==> src/verilog/ace_match_cfg.svh <==
/*
  Register offsets, field positions, reset values and widths of the
  access control entry matcher.
  Assumes inclusion by bare name from the package and the matcher module.
*/
`ifndef ACE_MATCH_CFG_SVH
`define ACE_MATCH_CFG_SVH

`define ADDR_W 8
`define DATA_W 32
`define PORT_W 16

`define OFS_CTRL 8'h00
`define OFS_SRC_LO 8'h04
`define OFS_SRC_HI 8'h08
`define OFS_DST_LO 8'h0C
`define OFS_DST_HI 8'h10
`define OFS_FLAGS 8'h14
`define OFS_ETYPE 8'h18
`define OFS_STATUS 8'h1C

`define CTRL_SRC_LSB 0
`define CTRL_DST_LSB 2
`define CTRL_FTYPE_BIT 4
`define CTRL_ETMODE_BIT 5

`define CTRL_RST 6'h00
`define PORT_LO_RST 16'h0000
`define PORT_HI_RST 16'hFFFF
`define FLAGS_RST 12'h000
`define ETYPE_RST 16'h0600

`define ETYPE_MIN 16'h0600
`define ETYPE_IPV4 16'h0800
`define ETYPE_ARP 16'h0806
`define ETYPE_IPV6 16'h86DD

`endif

==> src/verilog/ace_match_pkg.sv <==
/*
  Types shared by the access control entry matcher and its bench.
  Assumes the configuration header is on the include path.
*/
`default_nettype none
`include "ace_match_cfg.svh"

package ace_match_pkg;

  typedef enum logic [1:0] {
    PORT_ANY = 2'b00,
    PORT_SPECIFIC = 2'b01,
    PORT_RANGE = 2'b10
  } port_mode_t;

  typedef enum logic [1:0] {
    FLAG_ANY = 2'b00,
    FLAG_CLEAR = 2'b01,
    FLAG_SET = 2'b10
  } flag_cond_t;

  // Flag order in the flag vector and in the flag register, two bits each.
  typedef enum logic [2:0] {
    TCP_FIN = 3'h0,
    TCP_SYN = 3'h1,
    TCP_RST = 3'h2,
    TCP_PSH = 3'h3,
    TCP_ACK = 3'h4,
    TCP_URG = 3'h5
  } tcp_flag_idx_t;

  typedef struct packed {
    logic valid;
    logic [15:0] ether_type;
    logic is_tcp;
    logic is_udp;
    logic [15:0] src_port;
    logic [15:0] dst_port;
    logic [5:0] tcp_flags;
  } frame_t;

  typedef struct packed {
    logic valid;
    logic hit;
  } verdict_t;

endpackage : ace_match_pkg

`default_nettype wire

==> src/verilog/l4_ethertype_ace_matcher.sv <==
/*
  Match logic for one access_control_entry: layer-4 port filters, six TCP
  flag conditions and an EtherType filter, configured over a plain
  register port, with a one-cycle registered verdict per frame.
  Assumes frame header fields are already parsed and synchronous to
  sys_clk_i, and a register master that never issues read and write at once.
*/
// The strobed register port and the placing of the registers were decided locally.
`timescale 1ns/10ps
`default_nettype none
`include "ace_match_cfg.svh"

module l4_ethertype_ace_matcher (
  input wire logic sys_clk_i,
  input wire logic rst_i,
  input wire logic [`ADDR_W-1:0] reg_addr_i,
  input wire logic [`DATA_W-1:0] reg_wdata_i,
  input wire logic reg_wr_i,
  input wire logic reg_rd_i,
  output logic [`DATA_W-1:0] reg_rdata_o,
  input wire ace_match_pkg::frame_t frame_i,
  output ace_match_pkg::verdict_t verdict_o
);
  import ace_match_pkg::*;

  logic [5:0] ctrl_r;
  logic [15:0] src_lo_r;
  logic [15:0] src_hi_r;
  logic [15:0] dst_lo_r;
  logic [15:0] dst_hi_r;
  logic [11:0] flags_r;
  logic [15:0] etype_r;
  logic etype_rej_r;
  logic [15:0] hit_cnt_r;
  logic [`DATA_W-1:0] rdata_nxt;
  logic etype_wr_ok;
  port_mode_t src_mode;
  port_mode_t dst_mode;
  logic ftype_eth;
  logic etmode_spec;
  logic src_ok;
  logic dst_ok;
  logic [5:0] flag_ok;
  logic flags_all_ok;
  logic etype_ok;
  logic hit_nxt;

  // Mode 2'b11 is not a legal code; it is decoded as don't-care.
  function automatic logic port_match(input logic [1:0] mode,
                                      input logic [15:0] lo,
                                      input logic [15:0] hi,
                                      input logic [15:0] port);
    logic res;
    res = 1'b1;
    if (mode == PORT_SPECIFIC) begin
      res = (port == lo);
    end else if (mode == PORT_RANGE) begin
      res = (port >= lo) && (port <= hi);
    end
    return res;
  endfunction : port_match

  function automatic logic etype_legal(input logic [15:0] val);
    return (val >= `ETYPE_MIN) && (val != `ETYPE_IPV4) &&
           (val != `ETYPE_ARP) && (val != `ETYPE_IPV6);
  endfunction : etype_legal

  assign src_mode = port_mode_t'(ctrl_r[`CTRL_SRC_LSB +: 2]);
  assign dst_mode = port_mode_t'(ctrl_r[`CTRL_DST_LSB +: 2]);
  assign ftype_eth = ctrl_r[`CTRL_FTYPE_BIT];
  assign etmode_spec = ctrl_r[`CTRL_ETMODE_BIT];
  assign etype_wr_ok = etype_legal(reg_wdata_i[15:0]);

  always_ff @(posedge sys_clk_i) begin
    if (rst_i) begin
      ctrl_r <= `CTRL_RST;
    end else if (reg_wr_i && reg_addr_i == `OFS_CTRL) begin
      ctrl_r <= reg_wdata_i[5:0];
    end
  end

  always_ff @(posedge sys_clk_i) begin
    if (rst_i) begin
      src_lo_r <= `PORT_LO_RST;
      src_hi_r <= `PORT_HI_RST;
      dst_lo_r <= `PORT_LO_RST;
      dst_hi_r <= `PORT_HI_RST;
    end else if (reg_wr_i) begin
      unique case (reg_addr_i)
        `OFS_SRC_LO: src_lo_r <= reg_wdata_i[15:0];
        `OFS_SRC_HI: src_hi_r <= reg_wdata_i[15:0];
        `OFS_DST_LO: dst_lo_r <= reg_wdata_i[15:0];
        `OFS_DST_HI: dst_hi_r <= reg_wdata_i[15:0];
        default: ;
      endcase
    end
  end

  always_ff @(posedge sys_clk_i) begin
    if (rst_i) begin
      flags_r <= `FLAGS_RST;
    end else if (reg_wr_i && reg_addr_i == `OFS_FLAGS) begin
      flags_r <= reg_wdata_i[11:0];
    end
  end

  // An illegal type code leaves the previous value in force, so a bad
  // write can never open the entry to IP or ARP traffic.
  always_ff @(posedge sys_clk_i) begin
    if (rst_i) begin
      etype_r <= `ETYPE_RST;
      etype_rej_r <= 1'b0;
    end else if (reg_wr_i && reg_addr_i == `OFS_ETYPE) begin
      if (etype_wr_ok) begin
        etype_r <= reg_wdata_i[15:0];
        etype_rej_r <= 1'b0;
      end else begin
        etype_rej_r <= 1'b1;
      end
    end
  end

  assign src_ok = port_match(src_mode, src_lo_r, src_hi_r,
                             frame_i.src_port);
  assign dst_ok = port_match(dst_mode, dst_lo_r, dst_hi_r,
                             frame_i.dst_port);

  genvar gi;
  generate
    for (gi = 0; gi < 6; gi++) begin : g_flag
      logic [1:0] cond;
      assign cond = flags_r[2*gi +: 2];
      always_comb begin
        flag_ok[gi] = 1'b1;
        if (cond == FLAG_CLEAR) begin
          flag_ok[gi] = frame_i.is_tcp && !frame_i.tcp_flags[gi];
        end else if (cond == FLAG_SET) begin
          flag_ok[gi] = frame_i.is_tcp && frame_i.tcp_flags[gi];
        end
      end
    end
  endgenerate

  assign flags_all_ok = &flag_ok;

  assign etype_ok = !ftype_eth || !etmode_spec ||
                    (frame_i.ether_type == etype_r);

  // Port filters need a transport header; a frame without one cannot
  // satisfy an enabled port filter.
  always_comb begin
    hit_nxt = src_ok && dst_ok && flags_all_ok && etype_ok;
    if ((src_mode inside {PORT_SPECIFIC, PORT_RANGE} ||
         dst_mode inside {PORT_SPECIFIC, PORT_RANGE}) &&
        !(frame_i.is_tcp || frame_i.is_udp)) begin
      hit_nxt = 1'b0;
    end
  end

  always_ff @(posedge sys_clk_i) begin
    if (rst_i) begin
      verdict_o <= '0;
    end else begin
      verdict_o.valid <= frame_i.valid;
      verdict_o.hit <= frame_i.valid && hit_nxt;
    end
  end

  // The counter wraps; software takes differences between reads.
  always_ff @(posedge sys_clk_i) begin
    if (rst_i) begin
      hit_cnt_r <= 16'h0000;
    end else if (frame_i.valid && hit_nxt) begin
      hit_cnt_r <= hit_cnt_r + 16'h0001;
    end
  end

  always_comb begin
    rdata_nxt = '0;
    unique case (reg_addr_i)
      `OFS_CTRL: rdata_nxt = {26'h0000000, ctrl_r};
      `OFS_SRC_LO: rdata_nxt = {16'h0000, src_lo_r};
      `OFS_SRC_HI: rdata_nxt = {16'h0000, src_hi_r};
      `OFS_DST_LO: rdata_nxt = {16'h0000, dst_lo_r};
      `OFS_DST_HI: rdata_nxt = {16'h0000, dst_hi_r};
      `OFS_FLAGS: rdata_nxt = {20'h00000, flags_r};
      `OFS_ETYPE: rdata_nxt = {16'h0000, etype_r};
      `OFS_STATUS: rdata_nxt = {hit_cnt_r, 14'h0000, etype_rej_r,
                                verdict_o.hit};
      default: rdata_nxt = '0;
    endcase
  end

  always_ff @(posedge sys_clk_i) begin
    if (rst_i) begin
      reg_rdata_o <= '0;
    end else if (reg_rd_i) begin
      reg_rdata_o <= rdata_nxt;
    end else begin
      reg_rdata_o <= '0;
    end
  end
endmodule : l4_ethertype_ace_matcher

`default_nettype wire

==> config.mk <==
export PLATFORM = sky130hd
export DESIGN_NAME = l4_ethertype_ace_matcher
export DESIGN_NICKNAME = d
export VERILOG_FILES = /design/src/verilog/ace_match_pkg.sv /design/src/verilog/l4_ethertype_ace_matcher.sv
export VERILOG_INCLUDE_DIRS = /design/src /design/src/verilog
export SDC_FILE = /design/constraint.sdc
export NUM_CORES = 1
export LEC_CHECK = 0
export BUFFER_PORTS_ARGS = -buffer_cell sky130_fd_sc_hd__buf_2
export CELL_PAD_IN_SITES_DETAIL_PLACEMENT = 1
export CELL_PAD_IN_SITES_GLOBAL_PLACEMENT = 1
export CORE_MARGIN = 2
export CORE_UTILIZATION = 30
export CTS_CLUSTER_SIZE = 24
export DETAILED_ROUTE_END_ITERATION = 10
export GPL_ROUTABILITY_DRIVEN = 0
export GPL_TIMING_DRIVEN = 0
export PLACE_DENSITY = 0.68
export SYNTH_ARGS = -nofsm -noshare
export SYNTH_HDL_FRONTEND = slang
export SYNTH_SLANG_ARGS = --single-unit
==> constraint.sdc <==
create_clock -name sys_clk_i -period 3.9 [get_ports sys_clk_i]
set_input_delay 0.195 -clock sys_clk_i [delete_from_list [all_inputs] [get_ports sys_clk_i]]
set_output_delay 0.195 -clock sys_clk_i [all_outputs]
set_load 0.02 [all_outputs]
==> impl_metrics.toml, run 1 <==
[critical_path]
startpoint_type = "flop"
cp_top_family = "simple AND/OR/NAND/NOR gates"
crit_path_max_incr_delay_ps = 600
cp-end-kind = "flop"
critPathBufInv = 3
slowest_stage = "or4_1"
required_ps = 4200
crit_type = "flop to flop"
cp.arrival_ps = 3800
path_cells = "inv_1 > ha_1 > nand4_2 > or4_1 > o21ai_1 > and4_1 > nand4_2 > clkbuf_1 > clkbuf_1 > o31ai_1 > a21oi_1"
crit_path_max_fanout = 10

[clock_tree]
ctsRootBufferMaster = "clkbuf_16"
clk_latency_ps = 440
clk_pin_slew_ps = 70
clock_sinks = 149
ctsHoldBuffers = 1
ctsResizeCount = 0
h-tree-depth = 4
cts_setup_buffers = 0
cts_max_path_buffers = 2
cts_tree = "yes"
cts_made_buffers = 17

[yosys]
synth_top_area_frac = 0.369
synth-seq-cells = 149
syn-cell-area_mm2 = 0.00807
syn-instance-count = 978
synth_fp_nets = 1148
yosysWarnings = 0
yosysTopAreaCell = "dfxtp_1"
synth-edff-count = 0
synthFlopType = "dfxtp_1"
ys_seq_area_frac = 0.369
synth_cell_types = 58
synthArstFlopShare = 0
synth_area_per_cell_um2 = 8.26
synthTopCellsByArea = "dfxtp_1 (37%), ha_1 (11%), a21oi_1 (6.3%), nand2_1 (6.2%), a211o_1 (3.7%)"

[drt]
antenna_left = 0
wl_um = 31100
via_count = 7819
drcViolationCount = 0
drt_pass1_iterations = 8
via_per_inst = 5.37
drtIter0Drc = 617
avgRoutedWirePerCell_um = 21.3

[global_route]
grt_pass1_vias = 7896
grt_start_max_net_pins = 17
grt_antenna_before_repair = 0
grt_pass1_wl_um = 47100
grt_usage = 0.222
overflow = 0

[floorplan]
die-area_mm2 = 0.0282
initial_core_util = 0.303
std_cell_rows = 60
die_w_um = 168
die_h_um = 168
io-pin-count = 135
core_mm2 = 0.0267

[pwr]
peakVddDrop_uv = 206
leakagePower_nw = 3.85
p_per_area_mw_per_mm2 = 365
finalPower_w = 0.00352

[timing]
setup_viol = 0
rsz0062_at_grt = "no"
fmax_ghz = 0.285
worst_clock_skew_ps = 9.87
fin_crit_sh = 0.899
slew_viol_final = 0
hold_violations = 0
tns_ps = 0
relSlewSlack = 0.477
tightest_slew_ps = 777
hold_ws_ps = 99.3
min_period_ps = 3500

[finish]
post-route-util = 0.362
drive_above_1_share = 0.154
n_antenna_cell = 0
layout.nets = 1273
area_delta_synth_final_pct = 19.4

[job]
cap_violations = 0

[placed_design]
dp.final_hpwl_um = 24300
portBuffers = 105

[min_path]
hp-class = "input port to flop"

[outcome]
outcome = "finished clean"
[worst min-delay path: stages]
cell and delay [ps]:
buf_2 170, nand2_1 80, a21oi_1 50
[cells by family after synthesis]
family	Yosys count	share of synthesized area
buffers and inverters	142	0.0707
AO/OA/AOI/OAI	242	0.199
adder cells (fa/ha/maj)	69	0.107
flip-flops	149	0.369
multiplexers	13	0.0161
AND/OR/NAND/NOR	346	0.219
XOR/XNOR	17	0.0184
[placed cells by master, fill, tap and decap left out, types with 22 or more instances in the layout]
master / netlist / routed
dfxtp_1: 149 / 149
nand2_1: 133 / 133
buf_2: 18 / 123
a21oi_1: 101 / 101
inv_1: 78 / 78
ha_1: 69 / 69
nor2_1: 55 / 55
clkbuf_1: 41 / 41
a211o_1: 34 / 34
nand3_1: 22 / 22
and2_1: 22 / 22
[sequential cells by signal (all words and copies together), names as in the netlist]
signal and cells:
ctrl_r 6, dst_hi_r 16, dst_lo_r 16, etype_r 16
etype_rej_r 1, flags_r 12, hit_cnt_r 16, reg_rdata_o 32
src_hi_r 16, src_lo_r 16, verdict_o 2
[routing by layer]
| metal | track usage | routed length [µm] | up-vias |
|---|---|---|---|
| met1 | 0.301 | 14200 | 3795 |
| met3 | 0.0320 | 1830 | 39 |
| met2 | 0.365 | 14200 | 267 |
| met4 | 0.0693 | 756 | 0 |
| met5 | 0 | 0 | - |
| li1 | - | - | 3718 |
[final timing paths]
path / startpoint / to / slack [ps] / cells past startpoint
worst max-delay path: src_lo_r[15]$_SDFFE_PP0P_ / hit_cnt_r[13]$_SDFFE_PP0P_ / 400 / 11
worst min-delay path: reg_wdata_i[12] / dst_lo_r[12]$_SDFFE_PP0P_ / 100 / 3
worst max register to register: src_lo_r[15]$_SDFFE_PP0P_ / hit_cnt_r[13]$_SDFFE_PP0P_ / 400 / 11
worst min register to register: dst_lo_r[1]$_SDFFE_PP0P_ / dst_lo_r[1]$_SDFFE_PP0P_ / 470 / 2
[power by group]
part | leakage (nW) | internal (W) | switching, W | total [W]
logic | 2.36 | 0.0000835 | 0.000165 | 0.000249
clock network | 0.286 | 0.000980 | 0.000761 | 0.00174
registers | 1.20 | 0.00153 | 0.00000445 | 0.00153
[metrics by stage]
stage | cell area (µm²) | std cells | setup WS [ps]
floorplan | 8070 | 978 | 1330
global placement | 9030 | 1424 | 481
detailed placement | 9030 | 1424 | 434
CTS | 9640 | 1457 | 401
global route | 9640 | 1457 | 177
finish | 9640 | 1457 | 395
[final cells by class]
class	instances	area [µm²]
Multi-Input combinational cell	687	4520
Sequential cell	149	2980
Fill cell	3197	17000
Buffer	64	278
Tap cell	341	427
Timing Repair Buffer	106	536
Clock buffer	18	439
Inverter	78	293
Clock inverter	14	168
[synth_stat cells (all sizes together) (3+ instances only)]
cell type and instances:
nor4 10, o31ai 18, and2 22, or4 16
a211oi 7, inv 78, dfxtp 149, buf 23
a31oi 5, a21o 3, mux2i 13, nor2b 12
xor2 16, nor3 11, nand3b 4, a32o 3
or2 4, and3 5, nand4 24, a21boi 4
a22oi 16, nor3b 3, o21a 6, nand2 133
a222oi 14, and4 5, a21oi 101, o21ai 18
nand3 22, nor2 56, clkbuf 41, nand2b 12
a211o 34, ha 69
(Power assumes the default switching activity.)
==> run 2, diff against run 1 <==
BUFFER_PORTS_ARGS = -buffer_cell sky130_fd_sc_hd__clkbuf_2   (was -buffer_cell sky130_fd_sc_hd__buf_2)
==> run 2 against run 1 <==
  * Critical path depth unchanged
  * Maximum frequency decreased by 2.5%
  * Via count increased by 0.93%
  * Total power increased by 1.1%
  * Combinational power about the same
  * Cell area increased by 0.12%
  * Critical endpoint unchanged
  * Clock power increased by 2%
  * Critical path type unchanged
  * Clock-buffer cell count decreased by 1
  * Sequential cell count unchanged
  * Non-clock buffer count unchanged
==> impl_metrics.toml, run 2 (synthesis results as in run 1) <==
[critical_path]
cp-end-kind = "flop"
crit_type = "flop to flop"
crit_top_cell = "clkbuf_1"
r2r_start = "dst_lo_r[9]$_SDFFE_PP0P_"
crit_path_max_incr_delay_ps = 730
required_ps = 4190
worstSetupStartpoint = "dst_lo_r[9]$_SDFFE_PP0P_"
cp.arrival_ps = 3890
crit_path_max_fanout = 10
startpoint_type = "flop"
slowest_stage = "nor4_1"
r2r_slack_ps = 310
path_cells = "inv_1 > ha_1 > nand4_1 > nor4_1 > nand2b_1 > and4_1 > nand4_2 > clkbuf_1 > clkbuf_1 > o31ai_1 > a21oi_1"

[global_route]
overflow = 0
grt_antenna_before_repair = 0
grt_start_max_net_pins = 17
grt_usage = 0.223
grt_pass1_wl_um = 47600
grt_pass1_vias = 8036

[placed_design]
dp.cells = 1424
portBuffers = 105
dpl-instance-area_mm2 = 0.00903
dp.final_hpwl_um = 24200

[min_path]
hp-class = "input port to flop"
min-delay-start = "reg_wdata_i[5]"

[finish]
multi_input_area_mm2 = 0.00452
n_antenna_cell = 0
largest_reg_flops = 32
final_common_cell = "dfxtp_1"
stdcell_area_mm2 = 0.00965
post-route-util = 0.362
regMostFlops = "reg_rdata_o"
layout_common_cells = "dfxtp_1 (149), nand2_1 (133), clkbuf_2 (105), a21oi_1 (101), inv_1 (78)"
fin_cells = 1457
area_delta_synth_final_pct = 19.6
layout.nets = 1273
seq_area_mm2 = 0.00298
drive_above_1_share = 0.154
n_fill_cell = 3221

[pwr]
leakagePower_nw = 3.84
p_per_area_mw_per_mm2 = 369
seqPwrFrac = 0.430
peakVddDrop_uv = 233
p_comb_frac = 0.070
p_clk_frac = 0.500
p_switching_w = 0.000924
p_int_w = 0.00263
netSwitchingFraction = 0.260

[clock_tree]
clock_sinks = 149
cts_max_path_buffers = 2
cts_made_buffers = 17
h-tree-depth = 4
ctsRootBufferMaster = "clkbuf_16"
clk_pin_slew_ps = 70
cts_tree = "yes"
clk_latency_ps = 440

[floorplan]
initial_core_util = 0.303
die_w_um = 168
core_mm2 = 0.0267
io-pin-count = 135
die-area_mm2 = 0.0282
std_cell_rows = 60
die_h_um = 168

[drt]
avgRoutedWirePerCell_um = 21.5
wl_um = 31300
drcViolationCount = 0
via_per_inst = 5.42
via_count = 7892
drt_pass1_iterations = 8
antenna_left = 0
drtIter0Drc = 645

[timing]
hold_violations = 0
tightest_slew_ps = 812
tns_ps = 0
setup_viol = 0
fin_crit_sh = 0.922
min_period_ps = 3590
rsz0062_at_grt = "no"
worst_clock_skew_ps = 10.5
relSlewSlack = 0.459
slew_viol_final = 0
fmax_ghz = 0.278

[job]
cap_violations = 0

[outcome]
outcome = "finished clean"
[run 2: cell count changes in the layout (fill, tap and decap cells not counted), sizes merged]
cell	change
buf	-105
clkbuf	+104
bufinv	+1
clkinvlp	-1
inv	+1
[run 2: timing repair]
item                                    CTS  global route
setup buffers                             0             0
hold endpoints to repair                  1             0
hold buffers                              1             0
gates resized for setup                   0             0
endpoints found under the setup margin    0             0
[run 2: routing by layer]
metal | global-route usage | vias up | part of all wire
met3 | 0.0329 | 45 | 0.062
met1 | 0.295 | 3855 | 0.45
met4 | 0.0690 | 0 | 0.024
met2 | 0.375 | 272 | 0.47
met5 | 0 | - | 0
li1 | - | 3720 | -
[run 2: layout make-up]
class / count / share of cell area
buffer: 64 / 0.0288
clock buffer: 17 / 0.0441
clock inverter: 15 / 0.0200
inverter: 78 / 0.0303
multi-input combinational: 687 / 0.468
sequential: 149 / 0.309
tap: 341 / 0.0442
timing repair buffer: 106 / 0.0555
[run 2: final timing paths]
check,end,cells after the start
worst max-delay path,hit_cnt_r[13]$_SDFFE_PP0P_,11
worst min-delay path,flags_r[5]$_SDFFE_PP0P_,3
worst max register to register,hit_cnt_r[13]$_SDFFE_PP0P_,11
worst min register to register,dst_lo_r[1]$_SDFFE_PP0P_,2
[run 2: worst max-delay path: cells and delay by family (launching register included)]
| kind | cells | cell delay, ps |
|---|---|---|
| compound gates | 2 | 490 |
| fa+ha+maj | 1 | 300 |
| simple gates | 5 | 1500 |
| buf+inv | 3 | 720 |
| flops | 1 | 430 |
[run 2: power groups by stage]
stage | Sequential [W] | Clock [W] | Combinational (W)
3_3_place_gp | 0.00156 | 0 | 0.000239
3_5_place_dp | 0.00156 | 0 | 0.000245
5_1_grt | 0.00153 | 0.00186 | 0.000275
4_1_cts | 0.00153 | 0.00179 | 0.000249
6_report | 0.00153 | 0.00178 | 0.000250
2_1_floorplan | 0.00156 | 0 | 0.000119
[run 2: stage by stage]
stage	power [W]	hold slack [ps]	setup WS, ps
final	0.00356	128	306
after global routing	0.00367	126	215
after CTS	0.00357	119	314
after detailed placement	0.00181	445	477
after global placement	0.00180	438	501
after floorplan	0.00168	313	1330
